==> config.mk <==
export PLATFORM = sky130hd
export DESIGN_NAME = gpe_port
export DESIGN_NICKNAME = d
export VERILOG_FILES = /design/src/gpe_pkg.sv /design/src/gpe_edge_det.sv /design/src/gpe_port.sv
export SDC_FILE = /design/constraint.sdc
export NUM_CORES = 1
export LEC_CHECK = 0
export BUFFER_PORTS_ARGS = -buffer_cell sky130_fd_sc_hd__buf_2
export CAP_MARGIN = 20
export CORE_MARGIN = 1
export CORE_UTILIZATION = 40
export DETAILED_ROUTE_END_ITERATION = 12
export HOLD_SLACK_MARGIN = 0.02
export PLACE_DENSITY = 0.7
export SLEW_MARGIN = 20
export SYNTH_ARGS = -nofsm -noshare
export SYNTH_HDL_FRONTEND = slang
export SYNTH_SLANG_ARGS = --single-unit
==> constraint.sdc <==
create_clock -name pclk -period 4.5 [get_ports pclk]
set_clock_uncertainty 0.15 [all_clocks]
set_input_delay 0.225 -clock pclk [delete_from_list [all_inputs] [get_ports pclk]]
set_output_delay 0.225 -clock pclk [all_outputs]
set_load 0.02 [all_outputs]
==> src/gpe_pkg.sv <==
// gpio port package: register map, field layouts, reset values
package gpe_pkg;
  localparam int          PIN_N        = 8;
  localparam logic [11:0] OFS_DATA     = 12'h000;
  localparam logic [11:0] OFS_DIR      = 12'h004;
  localparam logic [11:0] OFS_OPT      = 12'h008;
  localparam logic [11:0] OFS_SENS     = 12'h00C;
  localparam logic [11:0] OFS_IRQ_PIN  = 12'h010;
  localparam logic [11:0] OFS_PULL_PIN = 12'h014;
  localparam logic [7:0]  RST_DIR      = 8'h00;
  localparam logic [7:0]  RST_OPT      = 8'h00;
  localparam logic [7:0]  RST_DATA     = 8'h00;
  localparam logic [1:0]  RST_SENS     = 2'h0;
  localparam int          SENS_W       = 2;
  // sensitivity encodings
  localparam logic [1:0]  SENS_FALL_LOW = 2'h0;
  localparam logic [1:0]  SENS_RISE     = 2'h1;
  localparam logic [1:0]  SENS_FALL     = 2'h2;
  localparam logic [1:0]  SENS_BOTH     = 2'h3;
  typedef enum logic [1:0] {
    GPE_IN_FLOAT,
    GPE_IN_PULL,
    GPE_OUT_OD,
    GPE_OUT_PP
  } gpe_mode_e;
endpackage

==> src/gpe_edge_det.sv <==
// gpio port per-pin event detector for the interrupt group
`timescale 1ns/100ps
`default_nettype none
module gpe_edge_det #(
  parameter int N = 8
) (
  // clock and reset
  input  wire  logic         pclk,
  input  wire  logic         presetn,
  input  wire  logic         clk_en,
  // pin levels and selection
  input  wire  logic [N-1:0] level,
  input  wire  logic [N-1:0] enable,
  input  wire  logic [1:0]   sens,
  // detected event, or of all pins
  output logic               event_any
);
  logic [N-1:0] prev_r;
  logic [N-1:0] hit;

  always_ff @(posedge pclk or negedge presetn)
    if (!presetn)
      prev_r <= {N{1'b1}};
    else if (clk_en)
      prev_r <= level;

  // per-pin detection, then or onto one line
  genvar g;
  generate
    for (g = 0; g < N; g++)
    begin : g_pin
      always_comb
      begin
        unique case (sens)
          gpe_pkg::SENS_FALL_LOW: hit[g] = enable[g] & ~level[g];
          gpe_pkg::SENS_RISE:     hit[g] = enable[g] & level[g] & ~prev_r[g];
          gpe_pkg::SENS_FALL:     hit[g] = enable[g] & ~level[g] & prev_r[g];
          gpe_pkg::SENS_BOTH:     hit[g] = enable[g] & (level[g] ^ prev_r[g]);
        endcase
      end
    end
  endgenerate

  assign event_any = |hit;
endmodule // gpe_edge_det
`default_nettype wire

==> src/gpe_port.sv <==
// gpio port with external interrupt group, apb register slave
`timescale 1ns/100ps
`default_nettype none
module gpe_port #(
  parameter int         N        = 8,
  parameter logic [7:0] IRQ_PINS = 8'h0F,
  parameter logic [7:0] PULL_OK  = 8'hFF
) (
  // clock and reset
  input  wire  logic         pclk,
  input  wire  logic         presetn,
  input  wire  logic         clk_en,
  // apb slave
  input  wire  logic         psel,
  input  wire  logic         penable,
  input  wire  logic         pwrite,
  input  wire  logic [11:0]  paddr,
  input  wire  logic [31:0]  pwdata,
  input  wire  logic [3:0]   pstrb,
  output logic [31:0]        prdata,
  output logic               pready,
  output logic               pslverr,
  // pins
  input  wire  logic [N-1:0] pin_in,
  output logic [N-1:0]       pin_out,
  output logic [N-1:0]       pin_oe,
  output logic [N-1:0]       pin_pullup,
  // alternate function
  input  wire  logic [N-1:0] alt_en,
  input  wire  logic [N-1:0] alt_drive,
  input  wire  logic [N-1:0] alt_out,
  input  wire  logic [N-1:0] alt_pp,
  output logic [N-1:0]       alt_in,
  // external interrupt
  input  wire  logic         vector_fetch,
  output logic               ext_irq_req
);
  //--------------------------------------------------------------
  // registers
  //--------------------------------------------------------------
  logic [N-1:0] port_pin_data_r;
  logic [N-1:0] port_pin_direction_r;
  logic [N-1:0] port_pin_option_r;
  logic [1:0]   ext_irq_sensitivity_ctrl_r;
  logic         irq_latch_r;
  logic         irq_latch_nxt;
  logic         wr_en;
  logic         rd_en;
  logic         rd_loaded_r;
  logic         addr_ok;
  logic [31:0]  rd_mux;
  logic [N-1:0] data_view;
  logic [N-1:0] irq_pin_en;
  logic         det_event;
  logic         sens_wr;
  logic [N-1:0] pin_out_r;
  logic [N-1:0] pin_oe_r;
  logic [N-1:0] pin_pullup_r;

  function automatic gpe_pkg::gpe_mode_e pin_mode(input logic d, input logic o);
    unique case ({d, o})
      2'h0: pin_mode = gpe_pkg::GPE_IN_FLOAT;
      2'h1: pin_mode = gpe_pkg::GPE_IN_PULL;
      2'h2: pin_mode = gpe_pkg::GPE_OUT_OD;
      2'h3: pin_mode = gpe_pkg::GPE_OUT_PP;
    endcase
  endfunction

  //--------------------------------------------------------------
  // apb decode
  //--------------------------------------------------------------
  always_comb
  begin
    unique case (paddr)
      gpe_pkg::OFS_DATA, gpe_pkg::OFS_DIR, gpe_pkg::OFS_OPT,
      gpe_pkg::OFS_SENS, gpe_pkg::OFS_IRQ_PIN, gpe_pkg::OFS_PULL_PIN:
        addr_ok = 1'b1;
      default:
        addr_ok = 1'b0;
    endcase
  end

  // frozen clock or unloaded read holds the access phase
  assign pready  = clk_en & (pwrite | rd_loaded_r);
  assign pslverr = psel & penable & ~addr_ok;
  assign wr_en   = psel & penable & pwrite & addr_ok & pstrb[0] & clk_en;
  assign rd_en   = psel & ~pwrite & clk_en & ~rd_loaded_r;

  always_ff @(posedge pclk or negedge presetn)
    if (!presetn)
      rd_loaded_r <= 1'b0;
    else if (clk_en)
      rd_loaded_r <= psel & ~pwrite & ~(penable & rd_loaded_r);

  always_ff @(posedge pclk or negedge presetn)
    if (!presetn)
    begin
      port_pin_direction_r <= gpe_pkg::RST_DIR;
      port_pin_option_r    <= gpe_pkg::RST_OPT;
    end
    else if (wr_en)
    begin
      if (paddr == gpe_pkg::OFS_DIR)
        port_pin_direction_r <= pwdata[N-1:0];
      if (paddr == gpe_pkg::OFS_OPT)
        port_pin_option_r <= pwdata[N-1:0];
    end

  // latch always written, pin unchanged in input mode
  always_ff @(posedge pclk or negedge presetn)
    if (!presetn)
      port_pin_data_r <= gpe_pkg::RST_DATA;
    else if (wr_en && paddr == gpe_pkg::OFS_DATA)
      port_pin_data_r <= pwdata[N-1:0];

  always_ff @(posedge pclk or negedge presetn)
    if (!presetn)
      ext_irq_sensitivity_ctrl_r <= gpe_pkg::RST_SENS;
    else if (wr_en && paddr == gpe_pkg::OFS_SENS)
      ext_irq_sensitivity_ctrl_r <= pwdata[gpe_pkg::SENS_W-1:0];

  //--------------------------------------------------------------
  // read path
  //--------------------------------------------------------------
  // input pins read the pin, output pins the latch
  assign data_view = (port_pin_direction_r & port_pin_data_r)
                   | (~port_pin_direction_r & pin_in);

  always_comb
  begin
    rd_mux = 32'h0000_0000;
    unique case (paddr)
      gpe_pkg::OFS_DATA:     rd_mux[N-1:0] = data_view;
      gpe_pkg::OFS_DIR:      rd_mux[N-1:0] = port_pin_direction_r;
      gpe_pkg::OFS_OPT:      rd_mux[N-1:0] = port_pin_option_r;
      gpe_pkg::OFS_SENS:     rd_mux[1:0]   = ext_irq_sensitivity_ctrl_r;
      gpe_pkg::OFS_IRQ_PIN:  rd_mux[N-1:0] = IRQ_PINS[N-1:0];
      gpe_pkg::OFS_PULL_PIN: rd_mux[N-1:0] = PULL_OK[N-1:0];
      default:               rd_mux = 32'h0000_0000;
    endcase
  end

  always_ff @(posedge pclk or negedge presetn)
    if (!presetn)
      prdata <= 32'h0000_0000;
    else if (rd_en)
      prdata <= rd_mux;

  //--------------------------------------------------------------
  // pin drivers
  //--------------------------------------------------------------
  genvar g;
  generate
    for (g = 0; g < N; g++)
    begin : g_pin
      always_ff @(posedge pclk or negedge presetn)
        if (!presetn)
        begin
          pin_out_r[g]    <= 1'b0;
          pin_oe_r[g]     <= 1'b0;
          pin_pullup_r[g] <= 1'b0;
        end
        else if (clk_en)
        begin
          if (alt_en[g] && alt_drive[g])
          begin
            // peripheral owns the pin in its own style
            pin_out_r[g]    <= alt_out[g];
            pin_oe_r[g]     <= alt_pp[g] | ~alt_out[g];
            pin_pullup_r[g] <= 1'b0;
          end
          else
          begin
            unique case (pin_mode(port_pin_direction_r[g], port_pin_option_r[g]))
              gpe_pkg::GPE_IN_FLOAT:
              begin
                pin_out_r[g]    <= 1'b0;
                pin_oe_r[g]     <= 1'b0;
                pin_pullup_r[g] <= 1'b0;
              end
              gpe_pkg::GPE_IN_PULL:
              begin
                pin_out_r[g]    <= 1'b0;
                pin_oe_r[g]     <= 1'b0;
                pin_pullup_r[g] <= PULL_OK[g];
              end
              gpe_pkg::GPE_OUT_OD:
              begin
                pin_out_r[g]    <= 1'b0;
                pin_oe_r[g]     <= ~port_pin_data_r[g];
                pin_pullup_r[g] <= 1'b0;
              end
              gpe_pkg::GPE_OUT_PP:
              begin
                pin_out_r[g]    <= port_pin_data_r[g];
                pin_oe_r[g]     <= 1'b1;
                pin_pullup_r[g] <= 1'b0;
              end
            endcase
          end
        end
    end
  endgenerate

  assign pin_out    = pin_out_r;
  assign pin_oe     = pin_oe_r;
  assign pin_pullup = pin_pullup_r;
  assign alt_in     = pin_in;

  //--------------------------------------------------------------
  // external interrupt
  //--------------------------------------------------------------
  // interrupt input is direction 0, option 1 on capable pins
  assign irq_pin_en = IRQ_PINS[N-1:0] & ~port_pin_direction_r
                    & port_pin_option_r;

  gpe_edge_det #(
    .N (N)
  ) u_det (
    .pclk      (pclk),
    .presetn   (presetn),
    .clk_en    (clk_en),
    .level     (pin_in),
    .enable    (irq_pin_en),
    .sens      (ext_irq_sensitivity_ctrl_r),
    .event_any (det_event)
  );

  assign sens_wr = wr_en && paddr == gpe_pkg::OFS_SENS
                && pwdata[1:0] != ext_irq_sensitivity_ctrl_r;

  // set beats fetch clear; sensitivity change discards
  always_comb
  begin
    irq_latch_nxt = irq_latch_r;
    if (vector_fetch)
      irq_latch_nxt = 1'b0;
    if (det_event)
      irq_latch_nxt = 1'b1;
    if (sens_wr)
      irq_latch_nxt = 1'b0;
  end

  always_ff @(posedge pclk or negedge presetn)
    if (!presetn)
      irq_latch_r <= 1'b0;
    else if (clk_en)
      irq_latch_r <= irq_latch_nxt;

  assign ext_irq_req = irq_latch_r;
endmodule // gpe_port
`default_nettype wire

Word level (Yosys, flattened, before mapping)
Index checks and enable logic that the tools add are counted.
- flip-flop bits (word level): 68
- input port bits: 95
- output and inout bits: 67
- logic and storage cells: 345
- equality and inequality tests: 57
- multiplexer cells: 86
- bitwise gates (word level): 110
- reductions and logical operators: 60
- operators with widths (operator ; number):
    2-bit equality test, second input constant ; 34
    2-bit one-hot mux with 4 select lines ; 8
    1-bit AND ; 52
    3-bit OR reduction ; 16
    1-bit NOT ; 36
    2-bit by 1-bit equality test with 1-bit output, second input constant ; 17
    2-bit logical NOT ; 17
    2-bit two-way mux ; 16
    1-bit one-hot mux with 2 select lines ; 16
    1-bit one-hot mux with 4 select lines ; 8
    6-bit one-hot mux with 5 select lines ; 1
    1-bit two-way mux ; 28
    12-bit by 4-bit equality test with 1-bit output, second input constant ; 2
    12-bit by 5-bit equality test with 1-bit output, second input constant ; 2
    1-bit one-hot mux with 3 select lines ; 8
    2-bit OR reduction ; 9
    8-bit AND ; 2
    12-bit by 3-bit equality test with 1-bit output, second input constant ; 1
    12-bit logical NOT ; 1
    1-bit logical AND ; 11
    2-bit one-hot mux with 5 select lines ; 1
    1-bit bitwise OR ; 9
    4-bit by 8-bit AND with 8-bit output ; 1
    8-bit NOT ; 1
    other kinds (7) ; 16

Longest topological paths before layout
Gate-level depths: netlist of the first run.
- depth after elaboration: 10
- mapped depth: 7
- gate-level depth less buffers: 5

Modules after synthesis
From an unflattened synthesis of the first run, not the netlist that was laid out.
- cell total of the unflattened synthesis: 395
- area total of the unflattened synthesis: 3862.5 sq um
- by module, submodules not included (module ; instances ; cells each ; area each (sq um) ; seq. area each (sq um)):
    gpe_port ; 1 ; 334 ; 3320.7 ; 1501.4
    gpe_edge_det ; 1 ; 61 ; 541.8 ; 210.2

Worst setup path after synthesis of the first run
Ideal clock, no wire load.
- path type: input to register
- start point: in paddr[9]
- end point: reg port_pin_direction_r[7]
- library setup time: 0.128 ns
- arrival: 1.427 ns
- data required time: 4.222 ns
- path slack: 2.796 ns
- stages: 5
- path buffers: 1
- cells stage by stage: nor4_2 > and4_2 > clkbuf_2 > nand3_2 > mux2_1
- longest elaborated chain between the ends: 7
- elaborated cells between the ends (all ways): 12
- classes of those cells: eq/ne: 5; mux: 1; bitwise: 3; reduce/logical: 3
- RTL lines (element ; RTL line ; text):
    start, declared ; gpe_port.sv:17 ; input wire logic [11:0] paddr,
    12-bit by 3-bit equality test with 1-bit output, or another cell as far along ; gpe_port.sv:74, gpe_port.sv:103 ;
    6-bit OR reduction ; gpe_port.sv:74 ; unique case (paddr)
    1-bit two-way mux ; gpe_port.sv:74 ;
    1-bit AND (3 in series) ; gpe_port.sv:86 ; assign wr_en = psel & penable & pwrite & addr_ok & pstrb[0] & clk_en;
    2-bit AND reduction (no source line) (*) ; n/a ;
    end signal, assigned ; gpe_port.sv:98 ; port_pin_direction_r <= gpe_pkg::RST_DIR;
    end signal, assigned ; gpe_port.sv:104 ; port_pin_direction_r <= pwdata[N-1:0];
    end, declared ; gpe_port.sv:42 ; logic [N-1:0] port_pin_direction_r;
Mark *: on every way between the ends. The rest lies on a longest branch, timed or not.
A chain may end at the register's enable or synchronous reset.

Worst setup path in the final report of the first run
- start point: in pwrite
- end point: reg prdata[7]
- longest elaborated chain between the ends: 4
- RTL lines (element ; RTL line ; text):
    start, declared ; gpe_port.sv:16 ; input wire logic pwrite,
    1-bit NOT ; gpe_port.sv:87 ; assign rd_en = psel & ~pwrite & clk_en & ~rd_loaded_r;
    1-bit AND (3 in series) ; gpe_port.sv:87 ;
    end signal, assigned ; gpe_port.sv:147 ; prdata <= rd_mux;
    end, declared ; gpe_port.sv:20 ; output logic [31:0] prdata,
Every way passes these cells.

==> reports/metrics.yaml, run 1 <==
cts.clk_slew.worst_paths_ns: 0.07
clock-root-buffer: "clkbuf_8"
fp.dieArea_sq_um: 9264
whs_path_depth: 3
slew_viol_final: 0
worstHoldStart: "alt_drive[6]"
p_leak_nw: 2.115
max_cap_violations: 0
pre_cts_ws_ns: 2.396
p_total_mw: 1.264
r2r_end: "prdata[7]$_DFFE_PN0P_"
status: "finished, final reports clean"
critPathLaunchType: "input port"
finalWorstSetupSlack_ns: 2.388
chipHeight_um: 96.25
final_nets: 574
post_cts_buffers: 0
cts_tree: "done"
grt_pass1_wl_mm: 12.57
crit_type: "input port to register"
cts_max_level: 3
row_count: 34
cp_data_arrival_time_ns: 2.20
cts_buffer_depth: 2
antenna_found_initial: 0
r2r_slack_ns: 2.56
hold_ws_ns: 0.03031
drc: 0
relSlewSlack: 0.4493
io_pins: 162
finish.utilization: 0.5050
worst_setup_path_end_kind: "register"
worst-r2r-cell-count: 5
vias_per_cell: 5.088
fin_crit_ns: 2.112
ys_seq_area_frac: 0.4521
port_buffers: 110
track_usage: 0.1810
worst_slew_pin_slew_ns: 0.8261
coreArea_sq_um: 8678
netlist_instances: 362
syn_area_sq_um: 3553
ys_warn_count: 0
ys_ff_latch: 64
tns_ns: 0
min_path_type: "input port to register"
grt_max_degree: 65
drive_above_1_share: 0.3574
clock-sinks: 64
antenna_cells: 0
drtIter0Drc: 111
synth_edf_count: 0
place_hpwl_mm: 5.900
irDropWorstVdd_mv: 0.1258
fin_crit_sh: 0.4693
synth.distinct_cells: 46
via_count: 3012
wl_per_cell_um: 13.90
wl_mm: 8.228
nFillCells: 830
drtPass1Iterations: 4
cts_resized: 0
clk_latency_ns: 0.33
max_freq_mhz: 473.5
async_flop_share: 1.000
r2r-start: "rd_loaded_r$_DFFE_PN0P_"
grt_overflow_total: 0
synthFlopType: "dfrtp_1"
finalHoldViolations: 0
globalplace.congestion: 0.8239
hold_path_end: "pin_out[6]$_DFFE_PN0P_"
grt_setup_unrepaired: "false"
cp_max_fo: 13
power_density_nw_per_um2: 288.5
cp.required_ns: 4.59
antenna_left: 0
grt_pass1_vias: 2710
start_util: 0.4095
setup_viol: 0
syn_to_final_growth_pct: 23.34
cts_made_buffers: 9
syn_avg_cell_area_sq_um: 9.816
die_x_um: 96.25
registers in the layout, summed over array words and instances, names as in the netlist:
register	cells
ext_irq_req	1
ext_irq_sensitivity_ctrl_r	2
pin_oe	8
pin_out	8
pin_pullup	8
port_pin_data_r	8
port_pin_direction_r	8
port_pin_option_r	8
prdata	8
rd_loaded_r	1
u_det.prev_r	4
where the power goes:
part | leakage [nW] | total [mW] | internal, mW | switching (mW)
Sequential | 0.857 | 0.607 | 0.597 | 0.0104
Clock | 0.0941 | 0.469 | 0.254 | 0.215
Combinational | 1.16 | 0.188 | 0.0722 | 0.116
layer usage:
metal	share of wire	vias to the layer above	wire, um	GRT usage
met5	0	-	0	0
met4	0.012	0	102	0.06592
met2	0.50	86	4083	0.3150
li1	-	1477	-	-
met1	0.45	1439	3674	0.2201
met3	0.045	10	368	0.03712
metrics by stage:
stage          std cells  area, sq um
5_1_grt              592         4383
6_report             592         4383
3_5_place_dp         558         4023
3_3_place_gp         558         4023
2_1_floorplan        385         3640
4_1_cts              592         4383
kinds of logic (layout without fill, tap and decap cells):
logic type,after synthesis,count (layout),share of synthesized area
simple gates,113,113,0.1754
mux,42,42,0.1317
flops,64,64,0.4521
compound gates,74,74,0.1254
buf+inv,66,165,0.1095
other cells,1,24,0.001055
xor+xnor,2,2,0.004930
placed cells by master (no fill, tap or decap), drive strengths merged, types with 18 or more instances in the layout:
cell type    netlist  layout
buf               36     112
conb               1      24
dfrtp             60      60
dlygate4sd3        0      18
inv               19      19
mux2              38      38
nand2             21      21
nand3             22      22
nor2              25      25
o21ai             23      23
area by class of cell:
cell class / instances / area, sq um / share of cell area
repair buffers: 130 / 745.7 / 0.1701
clock buffers: 12 / 135.1 / 0.03083
multi-input cells: 255 / 1644 / 0.3751
well taps: 108 / 135.1 / 0.03083
flip-flops and latches: 64 / 1607 / 0.3665
inverters: 19 / 71.32 / 0.01627
clock inverters: 4 / 45.04 / 0.01028
worst max path at each step:
stage	startpoint	endpoint	slack [ns]	cells after the start
global placement	clk_en	port_pin_direction_r[7]$_DFFE_PN0P_	2.42	5
floorplan	paddr[9]	port_pin_direction_r[7]$_DFFE_PN0P_	2.80	5
detailed placement	clk_en	port_pin_direction_r[7]$_DFFE_PN0P_	2.40	5
global route	pwrite	prdata[7]$_DFFE_PN0P_	2.16	7
finish	pwrite	prdata[7]$_DFFE_PN0P_	2.39	7
CTS	pwrite	prdata[7]$_DFFE_PN0P_	2.37	7
worst max-delay path, stage by stage:
cell and delay [ns]:
dlygate4sd3_1 0.53, buf_2 0.14, nor2_1 0.13, nand3_1 0.37, nor2_1 0.42, nand2_1 0.16, o211ai_1 0.22
synthesized netlist by cell type (7+ instances only):
| cell | instances | area share |
|---|---|---|
| nor2b_1 | 7 | 0.012 |
| nor3b_1 | 8 | 0.017 |
| nand2_1 | 21 | 0.022 |
| dfrtp_1 | 60 | 0.42 |
| clkbuf_1 | 9 | 0.0095 |
| nand4_1 | 8 | 0.014 |
| mux2_2 | 37 | 0.12 |
| nand3_1 | 19 | 0.027 |
| a21oi_1 | 17 | 0.024 |
| nor2_1 | 25 | 0.026 |
| a31oi_1 | 11 | 0.019 |
| inv_1 | 19 | 0.020 |
| o21ai_0 | 23 | 0.032 |
| buf_4 | 33 | 0.070 |
| o22ai_1 | 7 | 0.012 |
repair_timing:
action | in CTS | in global routing
hold endpoints to repair | 85 | 0
hold buffers | 18 | 0
endpoints found under the setup margin | 0 | 0
No activity file was read; power rests on OpenSTA's default activity.
==> inputs of run 2 (changes only) <==
- ABC_AREA: not set -> 1
- PLACE_DENSITY: 0.7 -> 0.72
- clock period: 4.5 -> 1.9 ns (I/O delays scaled with it)
==> reports/metrics.yaml, run 2 <==
status: "complete, but fails checks"  # was finished, final reports clean
violations: "design-rule violations"
p_total_mw: 3.129  # was 1.264 mW
tns_ns: 0  # unchanged
antenna_cells: 0  # unchanged
finalHoldViolations: 0  # unchanged
final_common_cell: "nand2_1"  # was buf_2
vias_per_cell: 4.899  # was 5.088
ys_ff_latch: 64  # unchanged
max_cap_violations: 0  # unchanged
via_count: 3674  # was 3012
async_flop_share: 1.000  # unchanged
fin_crit_sh: 0.8965
grt_setup_unrepaired: "false"  # unchanged
cp.required_ns: 1.98  # was 4.59 ns
wl_per_cell_um: 13.51  # was 13.90 um
synth_top_area_cell: "dfrtp_1"  # unchanged
irDropWorstVdd_mv: 0.4092  # was 0.1258 mV
ys_top_cells_by_count: "133 x nand2_1, 60 x dfrtp_1, 45 x inv_1, 32 x buf_4, 30 x nor2_1"  # was 60 x dfrtp_1, 37 x mux2_2, 33 x buf_4, 25 x nor2_1, 23 x o21ai_0
drive_above_1_share: 0.2788  # was 0.3574
critPathLaunchType: "input port"  # unchanged
instances_no_fill: 750  # was 592
cts_tree: "done"  # unchanged
drc: 6  # was 0
drtIter0Drc: 223  # was 111
clock-sinks: 64  # unchanged
netlist_instances: 467  # was 362
die_x_um: 98.39  # was 96.25 um
cts_made_buffers: 9  # unchanged
syn_area_sq_um: 3716  # was 3553 sq um
cp_data_arrival_time_ns: 1.78  # was 2.20 ns
drtPass1Iterations: 12  # was 4
fp.dieArea_sq_um: 9680  # was 9264 sq um
ys_warn_count: 0  # unchanged
cp_max_fo: 1  # was 13
start_util: 0.4200  # was 0.4095
p_leak_nw: 2.677  # was 2.115 nW
grt_max_degree: 65  # unchanged
max_freq_mhz: 587.1
synth_edf_count: 0  # unchanged
globalplace.congestion: 0.8461  # was 0.8239
netlist.area_leader.share: 0.4040  # was 0.4225
antenna_found_initial: 0  # unchanged
cts_buffer_depth: 2  # unchanged
port_buffers: 110  # unchanged
crit_type: "input port to register"  # unchanged
synth.distinct_cells: 39  # was 46
clk_latency_ns: 0.35  # was 0.33 ns
antenna_left: 0  # unchanged
cts_max_level: 3  # unchanged
syn_to_final_growth_pct: 35.59  # was 23.34%
io_pins: 162  # unchanged
synth.area.top_cells: "dfrtp_1 40%, nand2_1 13%, buf_4 6.5%"  # was dfrtp_1 42%, mux2_2 12%, buf_4 7.0%
synthFlopType: "dfrtp_1"  # unchanged
track_usage: 0.2199  # was 0.1810
grt_overflow_total: 0  # unchanged
coreArea_sq_um: 8848  # was 8678 sq um
slew_viol_final: 0  # unchanged
min_path_type: "input port to register"  # unchanged
worst_setup_path_end_kind: "register"  # unchanged
syn_avg_cell_area_sq_um: 7.957  # was 9.816 sq um
grt_pass1_vias: 3623  # was 2710
clock-root-buffer: "clkbuf_8"  # unchanged
ys_seq_area_frac: 0.4323  # was 0.4521
fin_crit_ns: 1.703
layout_common_cells: "133 x nand2_1, 110 x buf_2, 60 x dfrtp_1, 58 x dlygate4sd3_1, 45 x inv_1"  # was 110 x buf_2, 60 x dfrtp_1, 37 x mux2_2, 25 x nor2_1, 24 x conb_1
cts_resized: 0  # unchanged
dpl.cell_count: 676  # was 558
critPathLaunch: "alt_pp[2]"  # was pwrite
setup_viol: 0  # unchanged
grt_pass1_wl_mm: 16.78  # was 12.57 mm
row_count: 34  # unchanged
chipHeight_um: 98.39  # was 96.25 um
nFillCells: 793  # was 830
r2r-start: "port_pin_direction_r[3]$_DFFE_PN0P_"  # was rd_loaded_r$_DFFE_PN0P_
synth_most_common_cell: "nand2_1"  # was dfrtp_1
worstHoldStart: "alt_drive[0]"  # was alt_drive[6]
wl_mm: 10.14  # was 8.228 mm
place_hpwl_mm: 6.863  # was 5.900 mm
power_density_nw_per_um2: 620.9  # was 288.5 nW/um^2
cts.clk_slew.worst_paths_ns: 0.07  # about the same
final_nets: 732  # was 574
==> run 2: critical path, stage by stage <==
cell           delay, ns
dlygate4sd3_1       0.54
buf_2               0.12
or2_2               0.28
o22ai_1             0.13
a21oi_1             0.06
dlygate4sd3_1       0.56
==> run 2: area by class of cell <==
type,count,area (sq um),share of cell area
Clock buffer,12,135.1,0.02682
Clock inverter,4,45.04,0.008940
Inverter,48,180.2,0.03576
Multi-Input combinational cell,335,1710,0.3395
Sequential cell,64,1607,0.3188
Tap cell,108,135.1,0.02682
Timing Repair Buffer,179,1226,0.2434
==> run 2: routing by layer <==
metal  vias up  track usage  routed length (um)
li1       1816            -                   -
met1      1707       0.2638                4285
met2       133       0.3808                5063
met3        18      0.05727                 605
met4         0      0.07922                 182
met5         -            0                   0
==> run 2: path summary, 6_finish.rpt <==
kind                                                     to  slack [ns]  cells after the start
worst max-delay path                  pin_oe[2]$_DFFE_PN0P_        0.20                      6
worst min-delay path                 pin_out[0]$_DFFE_PN0P_        0.04                      6
worst max register to register        pin_oe[3]$_DFFE_PN0P_        0.21                      5
worst min register to register        prdata[0]$_DFFE_PN0P_        0.33                      2
max in group asynchronous       u_det.prev_r[1]$_DFFE_PN1P_        1.15                      3
min in group asynchronous            pin_out[5]$_DFFE_PN0P_        0.12                      3
==> run 2: cell families (layout without fill, tap and decap cells) <==
family	after synthesis	in the layout	synth area share
other cells	1	24	0.001009
compound gates	95	95	0.1640
simple gates	215	215	0.2694
flops	64	64	0.4323
mux	1	1	0.002694
buf+inv	91	243	0.1306
==> run 2: report_power, final <==
group | internal [mW] | switching, mW | leakage [nW]
registers | 1.42 | 0.0289 | 0.795
logic | 0.231 | 0.324 | 1.79
clock network | 0.601 | 0.523 | 0.0941
total | 2.25 | 0.876 | 2.68
==> run 2: timing repair <==
action / CTS / global route
hold endpoints to repair: 117 / 2
buffers inserted: 0 / 0
setup endpoints to repair: 0 / 2
hold buffers: 56 / 4
==> run 2: stage by stage <==
stage          instance area, sq um  setup WS [ns]  hold WS (ns)  utilization
2_1_floorplan                  3802         0.4852       -0.3506            -
3_3_place_gp                   4278         0.2638      -0.01471       0.4835
3_5_place_dp                   4278         0.2245      -0.01207       0.4835
4_1_cts                        5019        0.02490       0.03294       0.5672
5_1_grt                        5039         0.1382       0.05389       0.5694
6_report                       5039         0.1967       0.04010       0.5694
